===== src/hdl/bcc_pkg.sv =====
/*
  Constants shared by the block check calculator.
  Assumes a single system clock; no software-visible registers.
*/
package bcc_pkg;
  localparam logic [1:0]  FORM_ADD     = 2'h0;
  localparam logic [1:0]  FORM_LRC     = 2'h1;
  localparam logic [1:0]  FORM_CRC     = 2'h2;
  localparam logic [15:0] CRC_INIT     = 16'hffff;
  localparam logic [15:0] CRC_POLY     = 16'ha001;
  localparam logic [3:0]  CRC_SHIFTS   = 4'h8;
  localparam logic [7:0]  ASCII_ZERO   = 8'h30;
  localparam logic [7:0]  ASCII_LETTER = 8'h37;
  localparam logic [7:0]  ASCII_A      = 8'h41;
  localparam logic [3:0]  NIBBLE_TEN   = 4'ha;
  localparam logic [2:0]  DIGITS_MAX   = 3'h4;
  localparam logic [1:0]  PORT_SEND1   = 2'h0;
  localparam logic [1:0]  PORT_SEND2   = 2'h1;
  localparam logic [1:0]  PORT_RECV1   = 2'h2;
  localparam logic [1:0]  PORT_RECV2   = 2'h3;
endpackage


===== src/hdl/bcc_crc_step.sv =====
/*
  One CRC-16 byte round: eight right shifts with reflected polynomial.
  Assumes the caller already folded the message byte into the register.
*/
`timescale 1ns/1ps
module bcc_crc_step (
  input  wire logic [15:0] i_crc,
  output logic      [15:0] o_crc
);
  logic [15:0] stage [0:8];
  assign stage[0] = i_crc;
  genvar k;
  generate
    for (k = 0; k < 8; k = k + 1) begin : g_shift
      // Carry out of bit zero selects the polynomial fold
      assign stage[k+1] = stage[k][0] ? ((stage[k] >> 1) ^ bcc_pkg::CRC_POLY)
                                      : (stage[k] >> 1);
    end
  endgenerate
  assign o_crc = stage[8];
endmodule


===== src/hdl/block_check_calculator.sv =====
/*
  Block check calculator for the serial send/receive instruction logic.
  Assumes the caller streams covered bytes (start position up to the byte
  before the check field) with i_BYTE_VALID, then pulses i_END. On receive
  the received check field bytes are given on i_RX_CHECK before i_END.
*/
`timescale 1ns/1ps
// Operation
// - Additive sum over range, then two's complement
// - Additive result placed raw or ASCII, digit count
// - LRC pairs ASCII hex into one byte
// - LRC sums pair bytes, then two's complement
// - LRC low byte emitted as two ASCII
// - CRC starts with FFFF xor first byte
// - Eight right shifts, fold A001 on carry
// - Xor next byte, repeat through range end
// - CRC bytes swapped, low byte first
// - All formulas on both send and receive ports
module block_check_calculator (
  input  wire logic        I_MCLK,
  input  wire logic        I_RST,
  input  wire logic        i_START,
  input  wire logic [1:0]  i_PORT_OP,
  input  wire logic [1:0]  i_FORMULA,
  input  wire logic        i_ASCII_CONV,
  input  wire logic [2:0]  i_DIGITS,
  input  wire logic        i_BYTE_VALID,
  input  wire logic [7:0]  i_BYTE,
  input  wire logic        i_END,
  input  wire logic [31:0] i_RX_CHECK,
  output logic      [31:0] o_CHECK,
  output logic      [2:0]  o_CHECK_LEN,
  output logic             o_DONE,
  output logic             o_MISMATCH,
  output logic             o_BUSY,
  output logic      [1:0]  o_PORT_OP
);
  typedef enum {ST_IDLE, ST_RUN} state_e;
  state_e      state;
  logic [1:0]  formula;
  logic        ascii_conv;
  logic [2:0]  digits;
  logic        is_recv;
  logic [15:0] sum;
  logic [15:0] crc;
  logic        crc_first;
  logic [3:0]  hi_nib;
  logic        half;

  function automatic logic [3:0] hex_val(input logic [7:0] c);
    // Non-hex characters below 41h contribute their low nibble, others the low nibble of c minus 37h; limitation accepted
    hex_val = (c >= bcc_pkg::ASCII_A) ? 4'(c - bcc_pkg::ASCII_LETTER) : c[3:0];
  endfunction

  function automatic logic [7:0] hex_chr(input logic [3:0] n);
    hex_chr = (n < bcc_pkg::NIBBLE_TEN) ? (bcc_pkg::ASCII_ZERO + {4'h0, n})
                                        : (bcc_pkg::ASCII_LETTER + {4'h0, n});
  endfunction

  wire         run_byte  = (state == ST_RUN) && i_BYTE_VALID;
  wire  [7:0]  pair_byte = {hi_nib, hex_val(i_BYTE)};
  wire  [15:0] crc_in    = crc_first ? (bcc_pkg::CRC_INIT ^ {8'h00, i_BYTE})
                                     : (crc ^ {8'h00, i_BYTE});
  wire  [15:0] crc_next;
  wire  [15:0] add_neg   = 16'(~sum + 16'h0001);
  wire  [7:0]  lrc_neg   = 8'(~sum[7:0] + 8'h01);
  wire  [15:0] crc_swap  = {crc[7:0], crc[15:8]};
  wire  [31:0] add_ascii = {hex_chr(add_neg[15:12]), hex_chr(add_neg[11:8]),
                            hex_chr(add_neg[7:4]), hex_chr(add_neg[3:0])};
  wire  [2:0]  add_dig   = (digits > bcc_pkg::DIGITS_MAX) ? bcc_pkg::DIGITS_MAX
                         : (digits == 3'h0) ? 3'h1 : digits;
  // Keep the lowest digits, packed at the bottom, first char highest
  wire  [31:0] add_mask  = 32'hffffffff >> (6'(bcc_pkg::DIGITS_MAX - add_dig) * 6'h08);
  wire  [2:0]  add_bytes = (add_dig > 3'h2) ? 3'h2 : 3'h1;
  wire  [31:0] add_raw_m = 32'hffffffff >> (6'(bcc_pkg::DIGITS_MAX - add_bytes) * 6'h08);
  wire  [31:0] add_out   = ascii_conv ? (add_ascii & add_mask)
                                      : ({16'h0000, add_neg} & add_raw_m);
  wire  [2:0]  add_len   = ascii_conv ? add_dig : add_bytes;
  wire  [31:0] lrc_out   = {16'h0000, hex_chr(lrc_neg[7:4]), hex_chr(lrc_neg[3:0])};
  wire  [31:0] next_check = (formula == bcc_pkg::FORM_LRC) ? lrc_out
                          : (formula == bcc_pkg::FORM_CRC) ? {16'h0000, crc_swap}
                          : add_out;
  // Code 3 falls back to the additive path, so its length must follow too
  wire  [2:0]  next_len  = (formula == bcc_pkg::FORM_LRC || formula == bcc_pkg::FORM_CRC) ? 3'h2
                         : add_len;
  wire  [31:0] len_mask  = 32'hffffffff >> (6'(bcc_pkg::DIGITS_MAX - next_len) * 6'h08);
  wire         finish    = (state == ST_RUN) && i_END;
  wire         differ    = (next_check & len_mask) != (i_RX_CHECK & len_mask);

  bcc_crc_step u_crc (
    .i_crc (crc_in),
    .o_crc (crc_next)
  );

  always_ff @(posedge I_MCLK or posedge I_RST) begin
    if (I_RST) begin
      state <= ST_IDLE;
    end else begin
      case (state)
        ST_IDLE: state <= i_START ? ST_RUN : ST_IDLE;
        ST_RUN:  state <= i_END ? ST_IDLE : ST_RUN;
        default: state <= ST_IDLE;
      endcase
    end
  end

  // Setup is latched at start so any port/formula pair is accepted
  always_ff @(posedge I_MCLK or posedge I_RST) begin
    if (I_RST) begin
      formula    <= bcc_pkg::FORM_ADD;
      ascii_conv <= 1'b0;
      digits     <= 3'h0;
      is_recv    <= 1'b0;
      o_PORT_OP  <= bcc_pkg::PORT_SEND1;
    end else if (state == ST_IDLE && i_START) begin
      formula    <= i_FORMULA;
      ascii_conv <= i_ASCII_CONV;
      digits     <= i_DIGITS;
      is_recv    <= i_PORT_OP[1];
      o_PORT_OP  <= i_PORT_OP;
    end
  end

  always_ff @(posedge I_MCLK or posedge I_RST) begin
    if (I_RST) begin
      sum       <= 16'h0000;
      crc       <= bcc_pkg::CRC_INIT;
      crc_first <= 1'b1;
      hi_nib    <= 4'h0;
      half      <= 1'b0;
    end else if (state == ST_IDLE && i_START) begin
      sum       <= 16'h0000;
      crc       <= bcc_pkg::CRC_INIT;
      crc_first <= 1'b1;
      half      <= 1'b0;
    end else if (run_byte) begin
      case (formula)
        bcc_pkg::FORM_LRC: begin
          // An odd trailing character is dropped, never half-added
          if (half) begin
            sum <= 16'(sum + {8'h00, pair_byte});
          end else begin
            hi_nib <= hex_val(i_BYTE);
          end
          half <= ~half;
        end
        bcc_pkg::FORM_CRC: begin
          crc       <= crc_next;
          crc_first <= 1'b0;
        end
        default: sum <= 16'(sum + {8'h00, i_BYTE});
      endcase
    end
  end

  always_ff @(posedge I_MCLK or posedge I_RST) begin
    if (I_RST) begin
      o_CHECK     <= 32'h00000000;
      o_CHECK_LEN <= 3'h0;
      o_DONE      <= 1'b0;
      o_MISMATCH  <= 1'b0;
    end else begin
      o_DONE <= finish;
      if (finish) begin
        o_CHECK     <= next_check;
        o_CHECK_LEN <= next_len;
        o_MISMATCH  <= is_recv && differ;
      end else if (state == ST_IDLE && i_START) begin
        o_MISMATCH  <= 1'b0;
      end
    end
  end

  always_ff @(posedge I_MCLK or posedge I_RST) begin
    if (I_RST) begin
      o_BUSY <= 1'b0;
    end else begin
      o_BUSY <= (state == ST_IDLE) ? i_START : !i_END;
    end
  end

  property p_crc_swap;
    @(posedge I_MCLK) disable iff (I_RST)
      finish && formula == bcc_pkg::FORM_CRC |=>
        o_CHECK[15:0] == {$past(crc[7:0]), $past(crc[15:8])} && o_CHECK_LEN == 3'h2;
  endproperty
  a_crc_swap: assert property (p_crc_swap) else $error("CRC bytes not swapped");

  property p_crc_init;
    @(posedge I_MCLK) disable iff (I_RST)
      run_byte && crc_first && formula == bcc_pkg::FORM_CRC |=> !crc_first;
  endproperty
  a_crc_init: assert property (p_crc_init) else $error("CRC first flag stuck");

  property p_add_sum;
    @(posedge I_MCLK) disable iff (I_RST)
      run_byte && formula == bcc_pkg::FORM_ADD |=>
        sum == 16'($past(sum) + {8'h00, $past(i_BYTE)});
  endproperty
  a_add_sum: assert property (p_add_sum) else $error("Sum not accumulated");

  property p_lrc_len;
    @(posedge I_MCLK) disable iff (I_RST)
      finish && formula == bcc_pkg::FORM_LRC |=> o_CHECK_LEN == 3'h2 && o_CHECK[31:16] == 16'h0;
  endproperty
  a_lrc_len: assert property (p_lrc_len) else $error("LRC not two chars");

  property p_mismatch_send;
    @(posedge I_MCLK) disable iff (I_RST)
      o_DONE && !o_PORT_OP[1] |-> !o_MISMATCH;
  endproperty
  a_mismatch_send: assert property (p_mismatch_send) else $error("Mismatch on send");

  property p_done_pulse;
    @(posedge I_MCLK) disable iff (I_RST)
      o_DONE |=> !o_DONE;
  endproperty
  a_done_pulse: assert property (p_done_pulse) else $error("Done not a pulse");

  property p_lrc_half;
    @(posedge I_MCLK) disable iff (I_RST)
      run_byte && formula == bcc_pkg::FORM_LRC && !half |=> $stable(sum) && half;
  endproperty
  a_lrc_half: assert property (p_lrc_half) else $error("LRC pair broken");

  property p_ascii_chars;
    @(posedge I_MCLK) disable iff (I_RST)
      o_DONE && o_CHECK_LEN == 3'h2 && $past(formula) == bcc_pkg::FORM_LRC |->
        (o_CHECK[7:0] inside {[8'h30:8'h39], [8'h41:8'h46]});
  endproperty
  a_ascii_chars: assert property (p_ascii_chars) else $error("Bad hex char");

  property p_busy_start;
    @(posedge I_MCLK) disable iff (I_RST)
      state == ST_IDLE && i_START |=> o_BUSY;
  endproperty
  a_busy_start: assert property (p_busy_start) else $error("Busy not raised");

  property p_busy_end;
    @(posedge I_MCLK) disable iff (I_RST)
      finish |=> !o_BUSY;
  endproperty
  a_busy_end: assert property (p_busy_end) else $error("Busy not dropped");

  property p_done_end;
    @(posedge I_MCLK) disable iff (I_RST)
      finish |=> o_DONE;
  endproperty
  a_done_end: assert property (p_done_end) else $error("Done missing");

  property p_done_only_end;
    @(posedge I_MCLK) disable iff (I_RST)
      !finish |=> !o_DONE;
  endproperty
  a_done_only_end: assert property (p_done_only_end) else $error("Spurious done");

  property p_port_latch;
    @(posedge I_MCLK) disable iff (I_RST)
      state == ST_IDLE && i_START |=> o_PORT_OP == $past(i_PORT_OP);
  endproperty
  a_port_latch: assert property (p_port_latch) else $error("Port op not latched");

  property p_crc_round;
    @(posedge I_MCLK) disable iff (I_RST)
      run_byte && formula == bcc_pkg::FORM_CRC |=> crc == $past(crc_next);
  endproperty
  a_crc_round: assert property (p_crc_round) else $error("CRC round lost");

  property p_crc_first_in;
    @(posedge I_MCLK) disable iff (I_RST)
      run_byte && crc_first && formula == bcc_pkg::FORM_CRC |->
        crc_in == (bcc_pkg::CRC_INIT ^ {8'h00, i_BYTE});
  endproperty
  a_crc_first_in: assert property (p_crc_first_in) else $error("CRC seed wrong");

  property p_crc_next_in;
    @(posedge I_MCLK) disable iff (I_RST)
      run_byte && !crc_first && formula == bcc_pkg::FORM_CRC |->
        crc_in == (crc ^ {8'h00, i_BYTE});
  endproperty
  a_crc_next_in: assert property (p_crc_next_in) else $error("CRC byte fold wrong");

  property p_lrc_pair_add;
    @(posedge I_MCLK) disable iff (I_RST)
      run_byte && formula == bcc_pkg::FORM_LRC && half |=>
        sum == 16'($past(sum) + {8'h00, $past(pair_byte)}) && !half;
  endproperty
  a_lrc_pair_add: assert property (p_lrc_pair_add) else $error("LRC pair not added");

  property p_lrc_high_char;
    @(posedge I_MCLK) disable iff (I_RST)
      finish && formula == bcc_pkg::FORM_LRC |=>
        (o_CHECK[15:8] inside {[8'h30:8'h39], [8'h41:8'h46]});
  endproperty
  a_lrc_high_char: assert property (p_lrc_high_char) else $error("Bad LRC char");

  property p_add_ascii_len;
    @(posedge I_MCLK) disable iff (I_RST)
      finish && formula != bcc_pkg::FORM_LRC && formula != bcc_pkg::FORM_CRC && ascii_conv |=>
        (o_CHECK_LEN inside {[3'h1:3'h4]});
  endproperty
  a_add_ascii_len: assert property (p_add_ascii_len) else $error("Bad digit count");

  property p_add_raw_len;
    @(posedge I_MCLK) disable iff (I_RST)
      finish && formula != bcc_pkg::FORM_LRC && formula != bcc_pkg::FORM_CRC && !ascii_conv |=>
        (o_CHECK_LEN inside {3'h1, 3'h2}) && o_CHECK[31:16] == 16'h0000;
  endproperty
  a_add_raw_len: assert property (p_add_raw_len) else $error("Bad raw length");

  property p_add_neg;
    @(posedge I_MCLK) disable iff (I_RST)
      finish && formula == bcc_pkg::FORM_ADD && !ascii_conv && digits > 3'h2 |=>
        o_CHECK[15:0] == 16'(~$past(sum) + 16'h0001);
  endproperty
  a_add_neg: assert property (p_add_neg) else $error("Sum not negated");

  property p_start_clear;
    @(posedge I_MCLK) disable iff (I_RST)
      state == ST_IDLE && i_START |=> !o_MISMATCH;
  endproperty
  a_start_clear: assert property (p_start_clear) else $error("Mismatch not cleared");

  property p_recv_mismatch;
    @(posedge I_MCLK) disable iff (I_RST)
      finish && is_recv |=> o_MISMATCH == $past(differ);
  endproperty
  a_recv_mismatch: assert property (p_recv_mismatch) else $error("Mismatch flag wrong");
endmodule


===== config.mk =====
export PLATFORM = sky130hd
export DESIGN_NAME = block_check_calculator
export DESIGN_NICKNAME = d
export VERILOG_FILES = /design/src/hdl/bcc_pkg.sv /design/src/hdl/bcc_crc_step.sv /design/src/hdl/block_check_calculator.sv
export SDC_FILE = /design/constraint.sdc
export NUM_CORES = 1
export LEC_CHECK = 0
export ABC_CLOCK_PERIOD_IN_PS = 6700
export BUFFER_PORTS_ARGS = -buffer_cell sky130_fd_sc_hd__buf_2
export CORE_ASPECT_RATIO = 1.75
export CORE_MARGIN = 10
export CORE_UTILIZATION = 30
export CTS_CLUSTER_SIZE = 30
export DETAILED_ROUTE_END_ITERATION = 10
export RECOVER_POWER = 50
export SLEW_MARGIN = 15
export SYNTH_ARGS = -nofsm -noshare
export SYNTH_HDL_FRONTEND = slang
export SYNTH_SLANG_ARGS = --single-unit
export TNS_END_PERCENT = 5

===== constraint.sdc =====
create_clock -name I_MCLK -period 6.7 [get_ports I_MCLK]
set_input_delay 0.67 -clock I_MCLK [delete_from_list [all_inputs] [get_ports I_MCLK]]
set_output_delay 0.67 -clock I_MCLK [all_outputs]
set_load 0.03 [all_outputs]

Word level (Yosys, flattened, before mapping)
Cells that the tools add are included.

Flip-flop bits (word level): 117. Input port bits: 53. Output and inout port bits: 40. Word-level logic and storage cells: 133.

Add/sub/neg operators: 20. Order comparisons: 9. Equality and inequality tests: 7. Shift-type cells: 3. Muxes and demuxes: 43. Bitwise logic cells: 18. Reduce and logical (&&, ||, !) cells: 17.

Operators by type and width (count): two-way mux 16 bit (15); two-way mux 32 bit (3); >> shifter 32 x 6 -> 32 bit, first input constant (3); adder 6 x 4 -> 7 bit, first input constant (12); bitwise AND 32 bit (2); logical NOT 32 bit (2); two-way mux 7 bit (6); adder 16 x 8 -> 16 bit (2); bitwise AND 16 x 32 -> 32 bit (1); bitwise AND 31 x 32 -> 32 bit (1); equality test 32 x 1 -> 1 bit, second input constant (1); equality test 32 x 2 -> 1 bit, second input constant (1); inequality test 32 bit (1); one-hot mux 16 bit (2 select lines) (1); < comparator 4 bit, second input constant (6); inverter 2 -> 3 bit (8); adder 16 x 1 -> 16 bit, second input constant (1); inverter 16 bit (1); inverter 8 -> 16 bit (1); XOR 16 x 8 -> 16 bit (1); two-way mux 3 bit (4); two-way mux 1 bit (11); adder 8 x 1 -> 8 bit, second input constant (1); greater-or-equal comparator 8 x 7 -> 1 bit, second input constant (1); other kinds (22) (31).

Longest topological paths before layout
Word-level depth: 21. Mapped depth: 20. Mapped depth without buffers: 18.

By module
From an unflattened synthesis, not the netlist that was laid out.

Cells, all modules: 778. Area total of the unflattened synthesis: 6266.0 µm².

By module, submodules not included: block_check_calculator (times used 1, cells an instance 757, area an instance 6059.6 µm², sequential area each 2073.2 µm²); bcc_crc_step (times used 1, cells an instance 21, area an instance 206.4 µm², sequential area each 0.0 µm²).

Worst setup path after synthesis
Ideal clock, no wire load.

Path type: in2reg. Start point: input port i_BYTE[0]. End point: register sum[10]. Setup time: 0.132 ns. Arrival time: 3.749 ns. Required time: 6.568 ns. Path slack: 2.820 ns. Stages on the path: 20. Path buffers: 2. Cells stage by stage: clkbuf_1 inv_1 ha_1 nand3b_1 a21o_1 clkbuf_1 nand2_1 xnor2_1 ha_1 inv_1 fa_1 nor2b_1 o21ai_0 a21boi_0 o21ai_0 a21oi_1 o21ai_0 a211oi_1 xnor2_1 nor2_1.

Cells in the longest elaborated chain, start to end: 7. Elaborated cells between the ends (all ways): 9. Classes of those cells: add/sub (3); order compare (1); mux (5).

Ends and longest elaborated chain: start, declared (line block_check_calculator.sv:28) `input wire logic [7:0] i_BYTE,`; greater-or-equal comparator 8 x 7 -> 1 bit or subtractor 4 x 3 -> 4 bit (tied branches) (line block_check_calculator.sv:52) `hex_val = (c >= bcc_pkg::ASCII_A) ? 4'(c - bcc_pkg::ASCII_LETTER) : c[3:0];`; two-way mux 4 bit (line block_check_calculator.sv:52); adder 16 x 8 -> 16 bit (line block_check_calculator.sv:141) `sum <= 16'(sum + {8'h00, pair_byte});`; two-way mux 16 bit (line block_check_calculator.sv:140) `if (half) begin`; one-hot mux 16 bit (2 select lines) * (line block_check_calculator.sv:137) `case (formula)`; two-way mux 16 bit * (line block_check_calculator.sv:136) `end else if (run_byte) begin`; two-way mux 16 bit * (line block_check_calculator.sv:131) `end else if (state == ST_IDLE && i_START) begin`; end signal, assigned (line block_check_calculator.sv:141); end signal, assigned (line block_check_calculator.sv:151) `default: sum <= 16'(sum + {8'h00, i_BYTE});`; end, declared (line block_check_calculator.sv:44) `logic [15:0] sum;`.

Mark *: on every way between the ends. The rest lies on a longest branch, timed or not. The select of a mux whose other input is x is not followed. A chain may end at the register's enable or synchronous reset.

==> run metrics <==
cell accounting for the most synthesized area=dfrtp_1; Pwr per Cell Area=452 nW/um2; Min Clock Period, post-route=4.50 ns; dpl cell area=6610 um2; Final Hold Vio Count=0; layout net count=853; largest net degree at the start of global routing=76; # resized after CTS=0; family with the most delay on the worst path=buffers and inverters; Post-Route Utilization=34.9%; CTS buffer count=9; Static Leak=2.93 nW; number of synthesized register bits=82; maxcap violations=3; Setup Fix Bufs, Post-CTS=0; commonest cells in the netlist=78 x nand2_1, 75 x o21ai_0, 65 x dfrtp_1; critical path's slowest cell=clkbuf_1; critical setup path kind=in2async; Worst setup EP type=async pin; Max-slew headroom=-173%; Die H=208 um; outcome=finished, violations left; core area=19700 um2; first-pass GRT wire length=29500 um; port bufs=90; vias in the first global route=5375; Die Area=26400 um2; hold buffers post-CTS=0; Design Area, Final=6890 um2; Worst Path Max Fanout=75; slowest cell delay on critical path=2.89 ns; Post-Synth Adder-Cell Area=5.51%; Fmax=0.222 GHz; Post-synth EDFFs=0; Yosys top cell area share=26.9%; Post-Synth XOR/XNOR Area=12.7%; Chip Width=127 um; crit share post-route=67.1%; Root Driver=clkbuf_16; Async SR Flop Fraction=100%; Critical Path Source Type=input pin; final setup violating endpoints=0; mux cell area share after synthesis=2.36%; Site Rows=68; worst vdd ir=0.306 mV; Synth area leaders=dfrtp_1 27%, xnor2_1 7.5%, dfstp_2 7.4%; vias per inst=5.22; io pins=93; clock transition at the registers of the reported paths=0.07 ns; drt pass-1 iters=6; drt drc=0; unrepaired setup endpoints after global routing=no; grt total ovfl=0; Data arrival, critical path=4.02 ns; post-synthesis sequential area ratio=34.3%; area grow syn2layout=14.1%; Worst EP required=6.22 ns; post-DR wirelength/cell=17.9 um; worst-skew pair later-pin latency=0.36 ns; final setup skew=0.00920 ns; worst hold path class=in2async; Initial Util=30.6%; final WL=18400 um; Iter 0 DRT Violations=300; clock sink total=82; Post-DP HPWL=14400 um; cells along the critical path=buf_2 > clkinvlp_2 > clkbuf_1; RD Place Congestion=0.845; failing checks=max-capacitance violations, max-slew violations; Post-synth top flop=dfrtp_1; Mapped Area=6040 um2; Synth Area in Simple Gates=19.6%; worst-margin pin slew=4.09 ns; Syn. warnings=0; largest family of logic cells by synthesized area=simple AND/OR/NAND/NOR gates; H-tree levels=3; final number of max-transition violations=162; syn avg cell area=8.45 um2; Cells after Synth=715; Buf/Inv on CP=3; detailed-route via count=5346; ANT cells=0; gr usage total=13.8%; post-route ant nets=0; post-synthesis compound-gate area fraction=19.6%; most common cell in the synthesized netlist=nand2_1; layout cells sized above 1=15.1%; clk buf depth=2; Setup TNS=0 ns; CTS tree=built; post-synth cell types=69; initial antenna violation count=0
==> path summary, 6_finish.rpt <==
kind	slack [ns]	start	endpoint	depth (start not counted)
max	2.20	I_RST	sum[4]	3
min	0.27	I_RST	o_PORT_OP[0]	2
max reg2reg	2.32	sum[0]	o_MISMATCH	12
min reg2reg	0.47	o_CHECK[2]	o_CHECK[2]	2
max in group I_MCLK	2.32	sum[0]	o_MISMATCH	12
min in group I_MCLK	0.47	o_CHECK[2]	o_CHECK[2]	2
==> area by class of cell <==
cell class / instances / area, um2
fill: 2111 / 12800
multi-input combinational: 551 / 3620
sequential: 82 / 2070
timing repair buffer: 93 / 422
tap: 245 / 307
clock buffer: 9 / 225
inverter: 37 / 140
clock inverter: 7 / 103
==> where the power goes <==
group	internal, mW	switching (mW)
Combinational	0.631	1.08
Clock	0.330	0.221
Sequential	0.656	0.192
==> registers in the layout, indices dropped and copies added, names as in the netlist <==
name / cells
formula: 2
half: 1
o_CHECK: 30
sum: 16
ascii_conv: 1
crc: 16
o_PORT_OP: 2
state: 1
o_DONE: 1
o_CHECK_LEN: 3
o_MISMATCH: 1
hi_nib: 4
crc_first: 1
digits: 3
==> kinds of logic after synthesis <==
group / after synthesis
AND/OR/NAND/NOR: 241
AO/OA/AOI/OAI: 184
other: 1
flip-flops: 82
buffers and inverters: 83
multiplexers: 13
XOR/XNOR: 85
adder cells (fa/ha/maj): 26
==> layer usage <==
| metal | share of wire (%) | up-vias | GRT usage, % |
|---|---|---|---|
| li1 | - | 2622 | - |
| met1 | 39 | 2544 | 14.6 |
| met2 | 53 | 143 | 24.5 |
| met3 | 4.3 | 37 | 2.53 |
| met4 | 4.4 | 0 | 7.86 |
| met5 | 0 | - | 0 |
==> cells in the final DEF (no fill, tap or decap), types with 10 or more instances in the layout <==
cell type	netlist	routed
a21oi_1	32	32
a31oi_1	11	11
and3_1	11	11
buf_2	6	58
clkbuf_1	31	35
dfrtp_1	65	65
dfstp_2	17	17
ha_1	25	25
inv_1	37	36
mux2_2	10	10
nand2_1	78	78
nand3_1	22	22
nor2_1	62	62
nor3_1	14	14
o21ai_0	75	75
xnor2_1	52	52
xor2_1	30	30
==> metrics by stage <==
| stage | total power, mW | setup WS [ns] | cells | hold WS [ns] |
|---|---|---|---|---|
| after global placement | 2.57 | 2.41 | 1008 | 0.455 |
| after detailed placement | 2.58 | 2.35 | 1008 | 0.458 |
| after floorplan | 2.15 | 2.82 | 716 | 0.444 |
| final | 3.11 | 2.20 | 1024 | 0.271 |
| after CTS | 3.14 | 2.31 | 1024 | 0.194 |
| after global routing | 3.36 | 1.22 | 1024 | 0.306 |
No activity file was read; power rests on OpenSTA's default activity.
